--- src/srb_cfg.svh ---
// offsets, field positions, reset values and counts of the serial receive block
`ifndef SRB_CFG_SVH
`define SRB_CFG_SVH
`define SRB_OFF_CTRL      8'h08
`define SRB_OFF_ST1       8'h10
`define SRB_OFF_ST2       8'h14
`define SRB_OFF_DATA      8'h18
`define SRB_OFF_BAUD      8'h1c
`define SRB_RESP_OKAY     2'h0
`define SRB_RESP_SLVERR   2'h2
`define SRB_BAUD_PRE_LSB  4
`define SRB_BAUD_RATE_LSB 0
`define SRB_CTRL_RST      7'h00
`define SRB_BAUD_RST      5'h00
`define SRB_FLAGS_RST     5'h00
`define SRB_PD_00         4'h1
`define SRB_PD_01         4'h3
`define SRB_PD_10         4'h4
`define SRB_PD_11         4'hd
// source ticks per 16x sample at divisor one (64 / 16)
`define SRB_BD_BASE       10'h004
`define SRB_SLOT_A        4'h7
`define SRB_SLOT_C        4'h9
`define SRB_SLOT_LAST     4'hf
`define SRB_OS_LAST       4'hf
`define SRB_DATA_BITS     4'h8
// ten bit times of sixteen slots
`define SRB_IDLE_TICKS    8'ha0
`endif

--- src/srb_pkg.sv ---
// types of the serial receive status and baud block
package srb_pkg;
    typedef enum logic [1:0] {RX_SEARCH, RX_START, RX_DATA, RX_STOP} srb_rx_state_t;
    typedef enum logic [2:0] {SEL_NONE, SEL_CTRL, SEL_ST1, SEL_ST2, SEL_DATA, SEL_BAUD} srb_sel_t;
    typedef struct packed {
        logic receive_full_flag; logic ovr; logic nf; logic fe; logic pe;
    } srb_flags_t;
    typedef struct packed {
        logic par_odd; logic par_en; logic nine_mode;
        logic overrun_irq_enable; logic noise_irq_enable; logic framing_irq_enable; logic parity_irq_enable;
    } srb_ctrl_t;
    typedef struct packed {
        logic [1:0] prescale; logic [2:0] rate;
    } srb_baud_t;
    typedef struct packed {
        logic rx_meta; logic rx_s; logic xt_meta; logic xt_s; logic xt_d;
        logic src_meta; logic src_s;
        logic awready; logic wready; logic aw_ok; logic w_ok;
        logic [7:0] awaddr; logic [7:0] wdata; logic wlane;
        logic bvalid; logic [1:0] bresp;
        logic arready; logic rvalid; logic [7:0] rdata; logic [1:0] rresp;
        srb_ctrl_t ctrl; srb_baud_t baud; srb_flags_t flags; srb_flags_t arm;
        logic break_flag; logic bkf_arm; logic brk_block; logic reception_active_flag;
        logic [7:0] rx_data; logic ninth;
        srb_rx_state_t rxs; logic [3:0] slot; logic [3:0] bit_idx;
        logic [9:0] shreg; logic [2:0] samp; logic noisy; logic anyone;
        logic [7:0] idle_cnt;
        logic [7:0] tx_data; logic tx_load; logic irq;
    } srb_state_t;
    typedef struct packed {
        logic [3:0] pd_cnt; logic [9:0] bd_cnt; logic [3:0] os_cnt;
        logic rx16; logic bit_tick;
    } srb_bg_state_t;
endpackage

--- src/srb_baud_gen.sv ---
// prescaler and power-of-two divider giving the 16x sample tick and the bit tick
`timescale 1ns/1ps
`default_nettype none
`include "srb_cfg.svh"
module srb_baud_gen (
    input  wire logic       aclk,
    input  wire logic       aresetn,
    input  wire logic       src_tick,
    input  wire logic [1:0] prescale,
    input  wire logic [2:0] rate,
    output logic            rx16_tick,
    output logic            bit_tick
);
    srb_pkg::srb_bg_state_t st_reg;
    srb_pkg::srb_bg_state_t st_next;
    logic [3:0]             pd_last;
    logic [9:0]             bd_last;

    function automatic logic [3:0] pd_div(input logic [1:0] code);
        if (code == 2'h0) return `SRB_PD_00;
        else if (code == 2'h1) return `SRB_PD_01;
        else if (code == 2'h2) return `SRB_PD_10;
        else return `SRB_PD_11;
    endfunction

    always_comb begin
        st_next = st_reg;
        pd_last = pd_div(prescale) - 4'h1; // RULE_16
        bd_last = (`SRB_BD_BASE << rate) - 10'h001; // RULE_17
        st_next.rx16 = 1'b0;
        st_next.bit_tick = 1'b0;
        // compare with >= so a divisor lowered mid-count recovers at once
        if (src_tick) begin
            if (st_reg.pd_cnt >= pd_last) begin
                st_next.pd_cnt = 4'h0;
                if (st_reg.bd_cnt >= bd_last) begin
                    st_next.bd_cnt = 10'h000;
                    st_next.rx16 = 1'b1; // RULE_25
                    st_next.os_cnt = st_reg.os_cnt + 4'h1;
                    st_next.bit_tick = (st_reg.os_cnt == `SRB_OS_LAST); // RULE_18
                end else begin
                    st_next.bd_cnt = st_reg.bd_cnt + 10'h001;
                end
            end else begin
                st_next.pd_cnt = st_reg.pd_cnt + 4'h1;
            end
        end
    end

    always_ff @(posedge aclk) begin
        if (!aresetn) begin
            st_reg <= '0;
        end else begin
            st_reg <= st_next;
        end
    end

    assign rx16_tick = st_reg.rx16;
    assign bit_tick  = st_reg.bit_tick;
endmodule // srb_baud_gen
`default_nettype wire

--- src/srb_sci_rx.sv ---
// serial receiver flags, data buffer and baud select behind an axi4-lite slave
//
// Decided for this implementation: the AXI4-Lite interface to the registers.
`timescale 1ns/1ps
`default_nettype none
// How it works
// RULE_01: new character while receive full still set raises the overrun flag.
// RULE_02: on overrun the new character is dropped, buffer keeps its byte.
// RULE_03: error interrupt is any of overrun, noise, framing, parity with enables.
// RULE_04: status one read with flag set, then buffer read, clears that flag.
// RULE_05: overrun set after the status read survives the following buffer read.
// RULE_06: noise on the input sets noise flag; status read then buffer read clears.
// RULE_07: a low stop bit sets the framing error flag.
// RULE_08: failing parity check sets the parity error flag.
// RULE_09: reset clears overrun, noise, framing and parity flags.
// RULE_10: break sets break, framing and full flags; ninth bit forced low.
// RULE_11: break flag raises no interrupt; status two then buffer read clears it.
// RULE_12: break flag re-arms only after the line has been seen high again.
// RULE_13: low sample at start of start-bit search sets reception active.
// RULE_14: false start or idle line clears reception active; it never interrupts.
// RULE_15: buffer read gives received byte, write loads transmit byte, reset keeps it; here reset keeps rx_data but clears tx_data.
// RULE_16: prescale code 00,01,10,11 divides by 1,3,4,13.
// RULE_17: rate code n divides by two to the power n.
// RULE_18: baud is source over 64 times both divisors, shared by both directions.
// RULE_19: source is bus clock or crystal clock by an outside select bit.
// RULE_20: reset clears prescale and rate fields.
// RULE_21: software must not read-modify-write the buffer; reads pop, writes queue.
// RULE_22: software may reread status one after the buffer to catch late overrun.
// RULE_23: moving a character into the buffer sets receive full.
// RULE_24: ninth bit is captured together with the buffer byte.
// RULE_25: baud generator also gives a sixteen-times sampling tick.
`include "srb_cfg.svh"
module srb_sci_rx (
    input  wire logic        aclk,
    input  wire logic        aresetn,
    input  wire logic [7:0]  s_axi_awaddr,
    input  wire logic        s_axi_awvalid,
    output logic             s_axi_awready,
    input  wire logic [31:0] s_axi_wdata,
    input  wire logic [3:0]  s_axi_wstrb,
    input  wire logic        s_axi_wvalid,
    output logic             s_axi_wready,
    output logic [1:0]       s_axi_bresp,
    output logic             s_axi_bvalid,
    input  wire logic        s_axi_bready,
    input  wire logic [7:0]  s_axi_araddr,
    input  wire logic        s_axi_arvalid,
    output logic             s_axi_arready,
    output logic [31:0]      s_axi_rdata,
    output logic [1:0]       s_axi_rresp,
    output logic             s_axi_rvalid,
    input  wire logic        s_axi_rready,
    input  wire logic        rxd,
    input  wire logic        crystal_clock,
    input  wire logic        baud_clock_source_select,
    output logic             error_irq,
    output logic [7:0]       tx_data,
    output logic             tx_load,
    output logic             tx_bit_tick
);
    srb_pkg::srb_state_t st_reg;
    srb_pkg::srb_state_t st_next;
    srb_pkg::srb_sel_t   wsel;
    srb_pkg::srb_sel_t   rsel;
    logic                src_tick;
    logic                rx16_tick;
    logic                data_rd;
    logic                frame_done;
    logic                stop_bit;
    logic                maj;
    logic                nz;
    logic                brk;
    logic [3:0]          nbits;

    function automatic srb_pkg::srb_sel_t reg_sel(input logic [7:0] a);
        if (a == `SRB_OFF_CTRL) return srb_pkg::SEL_CTRL;
        else if (a == `SRB_OFF_ST1) return srb_pkg::SEL_ST1;
        else if (a == `SRB_OFF_ST2) return srb_pkg::SEL_ST2;
        else if (a == `SRB_OFF_DATA) return srb_pkg::SEL_DATA;
        else if (a == `SRB_OFF_BAUD) return srb_pkg::SEL_BAUD;
        else return srb_pkg::SEL_NONE;
    endfunction

    function automatic logic maj3(input logic [2:0] s);
        return (s[0] & s[1]) | (s[0] & s[2]) | (s[1] & s[2]);
    endfunction

    // parity bit sits last; even parity wants the xor of all bits low
    function automatic logic par_bad(input logic [9:0] s, input logic [3:0] n,
                                     input logic odd);
        logic acc;
        acc = odd;
        for (int i = 0; i < 10; i++) begin
            if (4'(i) < n) acc = acc ^ s[i];
        end
        return acc;
    endfunction

    // crystal edges count only below half the bus clock rate
    assign src_tick = st_reg.src_s ? (st_reg.xt_s & ~st_reg.xt_d) : 1'b1; // RULE_19

    srb_baud_gen u_baud (
        .aclk      (aclk),
        .aresetn   (aresetn),
        .src_tick  (src_tick),
        .prescale  (st_reg.baud.prescale),
        .rate      (st_reg.baud.rate),
        .rx16_tick (rx16_tick),
        .bit_tick  (tx_bit_tick)
    );

    always_comb begin
        st_next = st_reg;
        wsel = srb_pkg::SEL_NONE;
        rsel = srb_pkg::SEL_NONE;
        data_rd = 1'b0;
        frame_done = 1'b0;
        stop_bit = 1'b1;
        maj = 1'b0;
        nz = 1'b0;
        brk = 1'b0;
        nbits = `SRB_DATA_BITS + {3'h0, st_reg.ctrl.nine_mode} + {3'h0, st_reg.ctrl.par_en};
        st_next.rx_meta = rxd;
        st_next.rx_s = st_reg.rx_meta;
        st_next.xt_meta = crystal_clock;
        st_next.xt_s = st_reg.xt_meta;
        st_next.xt_d = st_reg.xt_s;
        st_next.src_meta = baud_clock_source_select;
        st_next.src_s = st_reg.src_meta;
        st_next.tx_load = 1'b0;

        // write channels, address and data in either order
        if (s_axi_awvalid && st_reg.awready) begin
            st_next.aw_ok = 1'b1;
            st_next.awaddr = s_axi_awaddr;
        end
        if (s_axi_wvalid && st_reg.wready) begin
            st_next.w_ok = 1'b1;
            st_next.wdata = s_axi_wdata[7:0];
            st_next.wlane = s_axi_wstrb[0];
        end
        if (st_reg.bvalid && s_axi_bready) st_next.bvalid = 1'b0;
        if (st_reg.aw_ok && st_reg.w_ok && !st_reg.bvalid) begin
            st_next.aw_ok = 1'b0;
            st_next.w_ok = 1'b0;
            st_next.bvalid = 1'b1;
            st_next.bresp = `SRB_RESP_OKAY;
            wsel = reg_sel(st_reg.awaddr);
            if (wsel == srb_pkg::SEL_NONE) begin
                st_next.bresp = `SRB_RESP_SLVERR;
            end else if (st_reg.wlane) begin
                if (wsel == srb_pkg::SEL_CTRL) begin
                    st_next.ctrl = srb_pkg::srb_ctrl_t'(st_reg.wdata[6:0]);
                end else if (wsel == srb_pkg::SEL_DATA) begin
                    st_next.tx_data = st_reg.wdata; // RULE_15
                    st_next.tx_load = 1'b1;
                end else if (wsel == srb_pkg::SEL_BAUD) begin
                    st_next.baud.prescale = st_reg.wdata[`SRB_BAUD_PRE_LSB +: 2];
                    st_next.baud.rate = st_reg.wdata[`SRB_BAUD_RATE_LSB +: 3];
                end
            end
        end
        st_next.awready = !st_next.aw_ok && !st_next.bvalid;
        st_next.wready = !st_next.w_ok && !st_next.bvalid;

        // read channel; status reads arm the clearing sequence
        if (st_reg.rvalid && s_axi_rready) st_next.rvalid = 1'b0;
        if (s_axi_arvalid && st_reg.arready) begin
            rsel = reg_sel(s_axi_araddr);
            st_next.rvalid = 1'b1;
            st_next.rresp = `SRB_RESP_OKAY;
            st_next.rdata = 8'h00;
            if (rsel == srb_pkg::SEL_CTRL) begin
                st_next.rdata = {st_reg.ninth, st_reg.ctrl};
            end else if (rsel == srb_pkg::SEL_ST1) begin
                st_next.rdata = {2'h0, st_reg.flags.receive_full_flag, 1'b0, st_reg.flags.ovr,
                                 st_reg.flags.nf, st_reg.flags.fe, st_reg.flags.pe};
                st_next.arm = st_reg.flags; // RULE_04 RULE_06
            end else if (rsel == srb_pkg::SEL_ST2) begin
                st_next.rdata = {6'h00, st_reg.break_flag, st_reg.reception_active_flag};
                st_next.bkf_arm = st_reg.break_flag; // RULE_11
            end else if (rsel == srb_pkg::SEL_DATA) begin
                st_next.rdata = st_reg.rx_data; // RULE_15
                data_rd = 1'b1; // RULE_21
            end else if (rsel == srb_pkg::SEL_BAUD) begin
                st_next.rdata = {2'h0, st_reg.baud.prescale, 1'b0, st_reg.baud.rate};
            end else begin
                st_next.rresp = `SRB_RESP_SLVERR;
            end
        end
        st_next.arready = !st_next.rvalid;

        // only flags seen set at the status read are cleared
        if (data_rd) begin
            st_next.flags = srb_pkg::srb_flags_t'(st_reg.flags & ~st_reg.arm); // RULE_04 RULE_05 RULE_06
            st_next.arm = srb_pkg::srb_flags_t'(`SRB_FLAGS_RST);
            if (st_reg.bkf_arm) st_next.break_flag = 1'b0; // RULE_11
            st_next.bkf_arm = 1'b0;
        end

        // receiver on the 16x sample tick
        if (rx16_tick) begin
            if (st_reg.rxs == srb_pkg::RX_SEARCH) begin
                if (st_reg.rx_s) begin
                    st_next.brk_block = 1'b0; // RULE_12
                    if (st_reg.idle_cnt != `SRB_IDLE_TICKS) begin
                        st_next.idle_cnt = st_reg.idle_cnt + 8'h01;
                    end
                    if (st_reg.idle_cnt == `SRB_IDLE_TICKS - 8'h01) st_next.reception_active_flag = 1'b0; // RULE_14
                end else begin
                    st_next.reception_active_flag = 1'b1; // RULE_13
                    st_next.rxs = srb_pkg::RX_START;
                    st_next.slot = 4'h1;
                    st_next.idle_cnt = 8'h00;
                end
            end else begin
                st_next.slot = st_reg.slot + 4'h1;
                if (st_reg.slot >= `SRB_SLOT_A && st_reg.slot <= `SRB_SLOT_C) begin
                    st_next.samp = {st_reg.samp[1:0], st_reg.rx_s};
                end
                maj = maj3(st_next.samp);
                nz = (|st_next.samp) && !(&st_next.samp);
                if (st_reg.slot == `SRB_SLOT_C) begin
                    case (st_reg.rxs)
                        srb_pkg::RX_START: begin
                            if (maj) begin
                                st_next.rxs = srb_pkg::RX_SEARCH;
                                st_next.reception_active_flag = 1'b0; // RULE_14
                            end else begin
                                st_next.noisy = nz;
                                st_next.anyone = 1'b0;
                                st_next.bit_idx = 4'h0;
                            end
                        end
                        srb_pkg::RX_DATA: begin
                            st_next.shreg[st_reg.bit_idx] = maj;
                            st_next.noisy = st_reg.noisy | nz;
                            st_next.anyone = st_reg.anyone | maj;
                        end
                        default: begin
                            frame_done = 1'b1;
                            stop_bit = maj;
                            st_next.rxs = srb_pkg::RX_SEARCH;
                        end
                    endcase
                end
                if (st_reg.slot == `SRB_SLOT_LAST) begin
                    if (st_reg.rxs == srb_pkg::RX_START) begin
                        st_next.rxs = srb_pkg::RX_DATA;
                    end else if (st_reg.rxs == srb_pkg::RX_DATA) begin
                        st_next.bit_idx = st_reg.bit_idx + 4'h1;
                        if (st_reg.bit_idx == nbits - 4'h1) st_next.rxs = srb_pkg::RX_STOP;
                    end
                end
            end
        end

        // frame end after the clears, so a new event wins over them
        if (frame_done) begin
            brk = !st_reg.anyone && !stop_bit;
            if (!stop_bit) st_next.flags.fe = 1'b1; // RULE_07
            if (st_reg.noisy || nz) st_next.flags.nf = 1'b1; // RULE_06
            if (st_reg.ctrl.par_en && par_bad(st_reg.shreg, nbits, st_reg.ctrl.par_odd)) begin
                st_next.flags.pe = 1'b1; // RULE_08
            end
            if (st_next.flags.receive_full_flag) begin
                st_next.flags.ovr = 1'b1; // RULE_01 RULE_02
            end else begin
                st_next.rx_data = st_reg.shreg[7:0];
                st_next.ninth = st_reg.ctrl.nine_mode ? (st_reg.shreg[8] && !brk) // RULE_24 RULE_10
                                                      : st_reg.shreg[7];
                st_next.flags.receive_full_flag = 1'b1; // RULE_23
            end
            if (brk) begin
                if (!st_reg.brk_block) st_next.break_flag = 1'b1; // RULE_10 RULE_12
                st_next.brk_block = 1'b1;
                st_next.flags.receive_full_flag = 1'b1;
            end
        end

        // break and reception flags stay out of the request
        st_next.irq = (st_next.flags.ovr && st_next.ctrl.overrun_irq_enable) // RULE_03 RULE_11 RULE_14
                   || (st_next.flags.nf && st_next.ctrl.noise_irq_enable)
                   || (st_next.flags.fe && st_next.ctrl.framing_irq_enable)
                   || (st_next.flags.pe && st_next.ctrl.parity_irq_enable);
    end

    always_ff @(posedge aclk) begin
        if (!aresetn) begin
            st_reg <= '0;
            st_reg.rx_data <= st_reg.rx_data; // RULE_15
            st_reg.ninth <= st_reg.ninth;
            st_reg.rx_meta <= 1'b1;
            st_reg.rx_s <= 1'b1;
            st_reg.awready <= 1'b1;
            st_reg.wready <= 1'b1;
            st_reg.arready <= 1'b1;
            st_reg.flags <= srb_pkg::srb_flags_t'(`SRB_FLAGS_RST); // RULE_09
            st_reg.ctrl <= srb_pkg::srb_ctrl_t'(`SRB_CTRL_RST);
            st_reg.baud <= srb_pkg::srb_baud_t'(`SRB_BAUD_RST); // RULE_20
        end else begin
            st_reg <= st_next;
        end
    end

    assign s_axi_awready = st_reg.awready;
    assign s_axi_wready  = st_reg.wready;
    assign s_axi_bresp   = st_reg.bresp;
    assign s_axi_bvalid  = st_reg.bvalid;
    assign s_axi_arready = st_reg.arready;
    assign s_axi_rdata   = {24'h000000, st_reg.rdata};
    assign s_axi_rresp   = st_reg.rresp;
    assign s_axi_rvalid  = st_reg.rvalid;
    assign error_irq     = st_reg.irq;
    assign tx_data       = st_reg.tx_data;
    assign tx_load       = st_reg.tx_load;
endmodule // srb_sci_rx
`default_nettype wire

--- config.mk ---
export PLATFORM = sky130hd
export DESIGN_NAME = srb_sci_rx
export DESIGN_NICKNAME = d
export VERILOG_FILES = /design/src/srb_pkg.sv /design/src/srb_baud_gen.sv /design/src/srb_sci_rx.sv
export VERILOG_INCLUDE_DIRS = /design/src
export SDC_FILE = /design/constraint.sdc
export NUM_CORES = 1
export LEC_CHECK = 0
export BUFFER_PORTS_ARGS = -buffer_cell sky130_fd_sc_hd__buf_2
export CELL_PAD_IN_SITES_DETAIL_PLACEMENT = 0
export CELL_PAD_IN_SITES_GLOBAL_PLACEMENT = 1
export CORE_MARGIN = 1.5
export CORE_UTILIZATION = 48
export CTS_BUF_LIST = sky130_fd_sc_hd__clkbuf_8
export DETAILED_ROUTE_END_ITERATION = 10
export PLACE_DENSITY = 0.92
export SYNTH_ARGS = -nofsm -noshare
export SYNTH_HDL_FRONTEND = slang
export SYNTH_SLANG_ARGS = --single-unit
--- constraint.sdc ---
create_clock -name aclk -period 4.37 [get_ports aclk]
set_input_delay 0.2185 -clock aclk [delete_from_list [all_inputs] [get_ports aclk]]
set_output_delay 0.2185 -clock aclk [all_outputs]
set_load 0.01 [all_outputs]
==> flow_summary.toml, run 1 <==
[synthesis]
yosys.area.top_type = "dfxtp_1"
synth.most_common_cell = "dfxtp_1"
netlist_area_sq_um = 6900
synth_top_area_share = 0.377
ys_async_sr_fraction = 0
ys_seq_area_frac = 0.416
yosys-top-cells-area = "dfxtp_1 38%, ha_1 6.0%, mux2i_1 5.2%"
synth-edff-count = 9
syn_area_per_cell_sq_um = 8.82
ys.flop_type = "dfxtp_1"
synth-seq-cells = 139
yosys.cell_types.count = 72
yosysWarnings = 0
synthCells = 783
synthTopCellsByCount = "130 x dfxtp_1, 89 x nand2_1, 81 x nor2_1"

[power]
netSwitchingFraction = 0.239
powerDensity_nw_per_um2 = 340
comb_power_share = 0.067
power.clock.fraction = 0.421
power_frac_seq = 0.512
internal_power_mw = 1.98
ir_worst_vdd_uv = 249
p_switching_uw = 623
leakage_nw = 3.19
power_mw = 2.60

[final_layout]
largest_reg_flops = 80
final_area_sq_um = 7660
instances_no_fill = 1025
area_growth_pct = 10.9
utilization = 0.550
n_antenna_cell = 0
nets = 927
layout-drive-gt1-share = 0.136

[clock_network]
root_buffer = "clkbuf_8"
cts_tree = "done"
clock_path_buffers = 2
htree_levels = 4
cts_sinks = 139
postCtsSetupRepairBufs = 0
cts-buffers-inserted = 17
clk_pin_slew_ns = 0.08
clk_latency_ns = 0.45

[critical_path]
critical_path.top_delay_family = "simple AND/OR/NAND/NOR gates"
cp.arrival_ns = 2.98
end_kind = "register"
critPathLaunchType = "register"
slowest_stage = "nor3_1"
crit_buf_inv = 1
required_ns = 4.58
critPathMaxFanout = 9
path_class = "reg2reg"
max_stage_delay_ns = 0.58
cp_cell_sequence = "inv_1, ha_1, nand2b_1, nor3_1, nand3_1, or2_2, a31o_2"

[route]
routedWlPerCell_um = 14.6
met2_length_mm = 6.88
postRouteAntennaNets = 0
drt-initial-drc-count = 276
top_layer = "met4"
vias_per_cell = 5.30
wl_mm = 15.0
met1_length_mm = 7.02
vias = 5437
wl_met3_um = 730
drt-pass1-iter-count = 5
drcViolationCount = 0

[global_route]
grt_pass1_vias = 4989
grt-ovfl-total = 0
grtUsageTotal = 0.209
grt_max_degree = 63
antenna_found_initial = 0
grt_pass1_wl_mm = 24.5

[sta]
grt_setup_unrepaired = "no"
finalSetupTns_ns = 0
relSlewSlack = 0.385
slew_viol_final = 0
fin_crit_sh = 0.635
hold_ws_ns = 0.0404
fmax_ghz = 0.361
hold_viol = 0
fin_crit_ns = 2.77
worstMarginPinSlew_ns = 0.923
fin_ws_ns = 1.60
setup_viol = 0
clock_skew_ns = 0.0140

[floorplan]
dieArea_sq_um = 15100
die_w_um = 123
core-area_sq_um = 13900
rows = 43
start_util = 0.495
die_y_um = 123
ioPinCount = 114

[place]
hpwlAfterDp_mm = 10.3
place_ws_ns = 1.61
dp_cells = 974
placed_area_sq_um = 7050
globalplace.congestion = 0.829
portBuffers = 60

[run]
maxCapViolations = 0

[worst_hold_path]
min-delay-path-class = "in2reg"

[run_status]
outcome = "finished, final reports clean"
path summary, 6_finish.rpt:
| check | from | end | slack [ns] | cells past startpoint |
|---|---|---|---|---|
| min | s_axi_wdata[0] | st_reg[94] | 0.04 | 3 |
| max reg2reg | st_reg[41] | st_reg[43] | 1.60 | 7 |
| max | st_reg[41] | st_reg[43] | 1.60 | 7 |
| min reg2reg | st_next[119] | st_reg[119] | 0.41 | 1 |
metal layers:
metal,vias up,GRT usage
li1,2777,-
met1,2510,0.274
met2,128,0.330
met3,22,0.0567
met4,0,0.0741
met5,-,0
kinds of logic (layout without fill, tap and decap cells):
| group | count (synthesis) | in the layout | synth area share |
|---|---|---|---|
| flip-flops | 139 | 139 | 0.416 |
| multiplexers | 42 | 42 | 0.0672 |
| AO/OA/AOI/OAI | 143 | 143 | 0.128 |
| buffers and inverters | 105 | 142 | 0.0866 |
| other | 2 | 27 | 0.00109 |
| AND/OR/NAND/NOR | 300 | 300 | 0.213 |
| XOR/XNOR | 19 | 19 | 0.0281 |
| adder cells (fa/ha/maj) | 33 | 33 | 0.0598 |
worst reg2reg max path, stage by stage, from the launching register on:
cell	delay (ns)
dfxtp_1	0.36
inv_1	0.10
ha_1	0.32
nand2b_1	0.29
nor3_1	0.58
nand3_1	0.28
or2_2	0.36
a31o_2	0.25
final cells by class:
type                            instances  area [sq um]
Clock inverter                         12           145
Multi-Input combinational cell        564          3530
Tap cell                              180           225
Inverter                               29           109
Timing Repair Buffer                   81           505
Sequential cell                       139          2870
Clock buffer                           20           275
Fill cell                            1297          6280
layout by cell type, fill, tap and decap left out, types with 7 or more instances in the layout:
master	instances
xor2_1	9
edfxtp_1	9
nand2b_1	11
a21oi_1	65
dlygate4sd3_1	19
inv_1	29
nand2_1	89
conb_1	27
nor3_1	11
o31ai_1	10
and2_1	8
nand4_1	10
dfxtp_1	130
or4_1	8
ha_1	33
xnor2_1	8
buf_2	60
mux2i_1	36
nor2_1	81
a31oi_1	8
clkbuf_8	20
nand3_1	37
o21ai_0	20
or3_1	7
power by group through the flow:
stage,combinational (mW),sequential (mW),clock (mW)
floorplan,0.136,1.36,0
global placement,0.159,1.36,0
detailed placement,0.162,1.36,0
CTS,0.175,1.33,1.13
global route,0.197,1.34,1.18
finish,0.175,1.33,1.10
repair_timing:
action,4_1_cts,5_1_grt
gates resized for setup,0,0
hold buffers,19,0
hold endpoints to repair,19,0
Power figures use the tool's default switching activity.
==> run 2, diff against run 1 <==
Settings changed: CORE_UTILIZATION 48 to 44, PLACE_DENSITY 0.92 to 0.85.
Clock period 4.37 ns to 2.6 ns, I/O delays scaled along.
==> flow_summary.toml, run 2 (synthesis gave the netlist of run 1 again) <==
[run_status]
outcome = "finished, final reports clean"

[sta]
relSlewSlack = 0.493
hold_viol = 0
grt_setup_unrepaired = "no"
finalSetupTns_ns = 0
setup_viol = 0
worstMarginPinSlew_ns = 0.755
fmax_ghz = 0.413
slew_viol_final = 0
fin_crit_ns = 2.42
fin_crit_sh = 0.932
clock_skew_ns = 0.0117

[route]
postRouteAntennaNets = 0
vias = 5491
met1_length_mm = 7.31
top_layer = "met4"
wl_mm = 15.5
met2_length_mm = 7.31
drt-pass1-iter-count = 6
drt-initial-drc-count = 346
wl_met3_um = 667
routedWlPerCell_um = 14.4
vias_per_cell = 5.11
drcViolationCount = 0

[floorplan]
dieArea_sq_um = 16400
core-area_sq_um = 15300
ioPinCount = 114
die_y_um = 128
rows = 45
start_util = 0.452
die_w_um = 128

[critical_path]
required_ns = 2.99
max_stage_delay_ns = 0.50
slowest_stage = "dfxtp_1"
cp_cell_sequence = "nor3_1, ha_1, a21o_1, a21oi_1, o21ai_0, a221oi_2, buf_4, nor4_1, and4_1"
critical_path.top_delay_family = "simple AND/OR/NAND/NOR gates"
path_class = "reg2reg"
end_kind = "register"
crit_buf_inv = 1
cp.arrival_ns = 2.82
critPathLaunchType = "register"
critPathMaxFanout = 9

[clock_network]
cts_tree = "done"
clk_pin_slew_ns = 0.07
cts_sinks = 139
root_buffer = "clkbuf_8"
clk_latency_ns = 0.46
cts-buffers-inserted = 17
postCtsSetupRepairBufs = 0
clock_path_buffers = 2
htree_levels = 4

[global_route]
grt-ovfl-total = 0
grt_pass1_wl_mm = 25.0
grt_pass1_vias = 4972
grtUsageTotal = 0.195
grt_max_degree = 44
antenna_found_initial = 0

[final_layout]
final_common_cell = "dfxtp_1"
largest_reg_flops = 80
area_growth_pct = 14.2
final_area_sq_um = 7880
nets = 946
final_cell_mix = "130 x dfxtp_1, 89 x nand2_1, 81 x nor2_1"
layout-drive-gt1-share = 0.154
n_antenna_cell = 0

[power]
power_mw = 4.49
ir_worst_vdd_uv = 339
leakage_nw = 3.28
powerDensity_nw_per_um2 = 570

[place]
portBuffers = 60
placed_area_sq_um = 7230
globalplace.congestion = 0.825
hpwlAfterDp_mm = 11.0

[worst_hold_path]
min-delay-path-class = "in2reg"

[run]
maxCapViolations = 0
## run 2: timing repair
item                                    CTS  global route
endpoints found under the setup margin    0            10
hold buffers                             21             0
gates resized for setup                   0             1
endpoints found under the hold margin    22             0
## run 2: final timing paths
check        slack, ns               to  cells past startpoint         start
max               0.18  u_baud.bit_tick                      9    st_reg[68]
max reg2reg       0.18  u_baud.bit_tick                      9    st_reg[68]
min               0.05     s_axi_bvalid                      4  s_axi_bready
min reg2reg       0.41      st_reg[119]                      1  st_next[119]
## run 2: cell type report
class,count,area [sq um]
fillers,1487,7380
multi-input cells,564,3530
flip-flops and latches,139,2870
repair buffers,100,666
well taps,211,264
clock buffers,19,262
clock inverters,13,175
inverters,29,109
## run 2: worst min-delay path, stage by stage
cell     delay [ns]
buf_2          0.08
inv_1          0.03
a21oi_1        0.13
nor2_1         0.07
## run 2: layer usage
layer  track usage  vias to the layer above
met2         0.310                      112
met5             0                        -
met1         0.262                     2562
met3        0.0434                       18
li1              -                     2799
met4        0.0681                        0
## run 2: power breakdown
part / internal (mW) / switching (mW) / leakage, nW
logic: 0.126 / 0.190 / 1.93
registers: 2.20 / 0.0402 / 1.14
clock network: 1.09 / 0.848 / 0.219
total: 3.41 / 1.08 / 3.28
## run 2: metrics by stage
| step | hold WS, ns | utilization | worst slack [ns] | cells |
|---|---|---|---|---|
| 2_1_floorplan | 0.231 | - | 0.273 | 808 |
| 3_3_place_gp | 0.330 | 0.474 | 0.287 | 1022 |
| 3_5_place_dp | 0.330 | 0.474 | 0.262 | 1022 |
| 4_1_cts | 0.0171 | 0.516 | 0.0674 | 1075 |
| 5_1_grt | 0.0354 | 0.516 | 0.0408 | 1075 |
| 6_report | 0.0455 | 0.516 | 0.177 | 1075 |
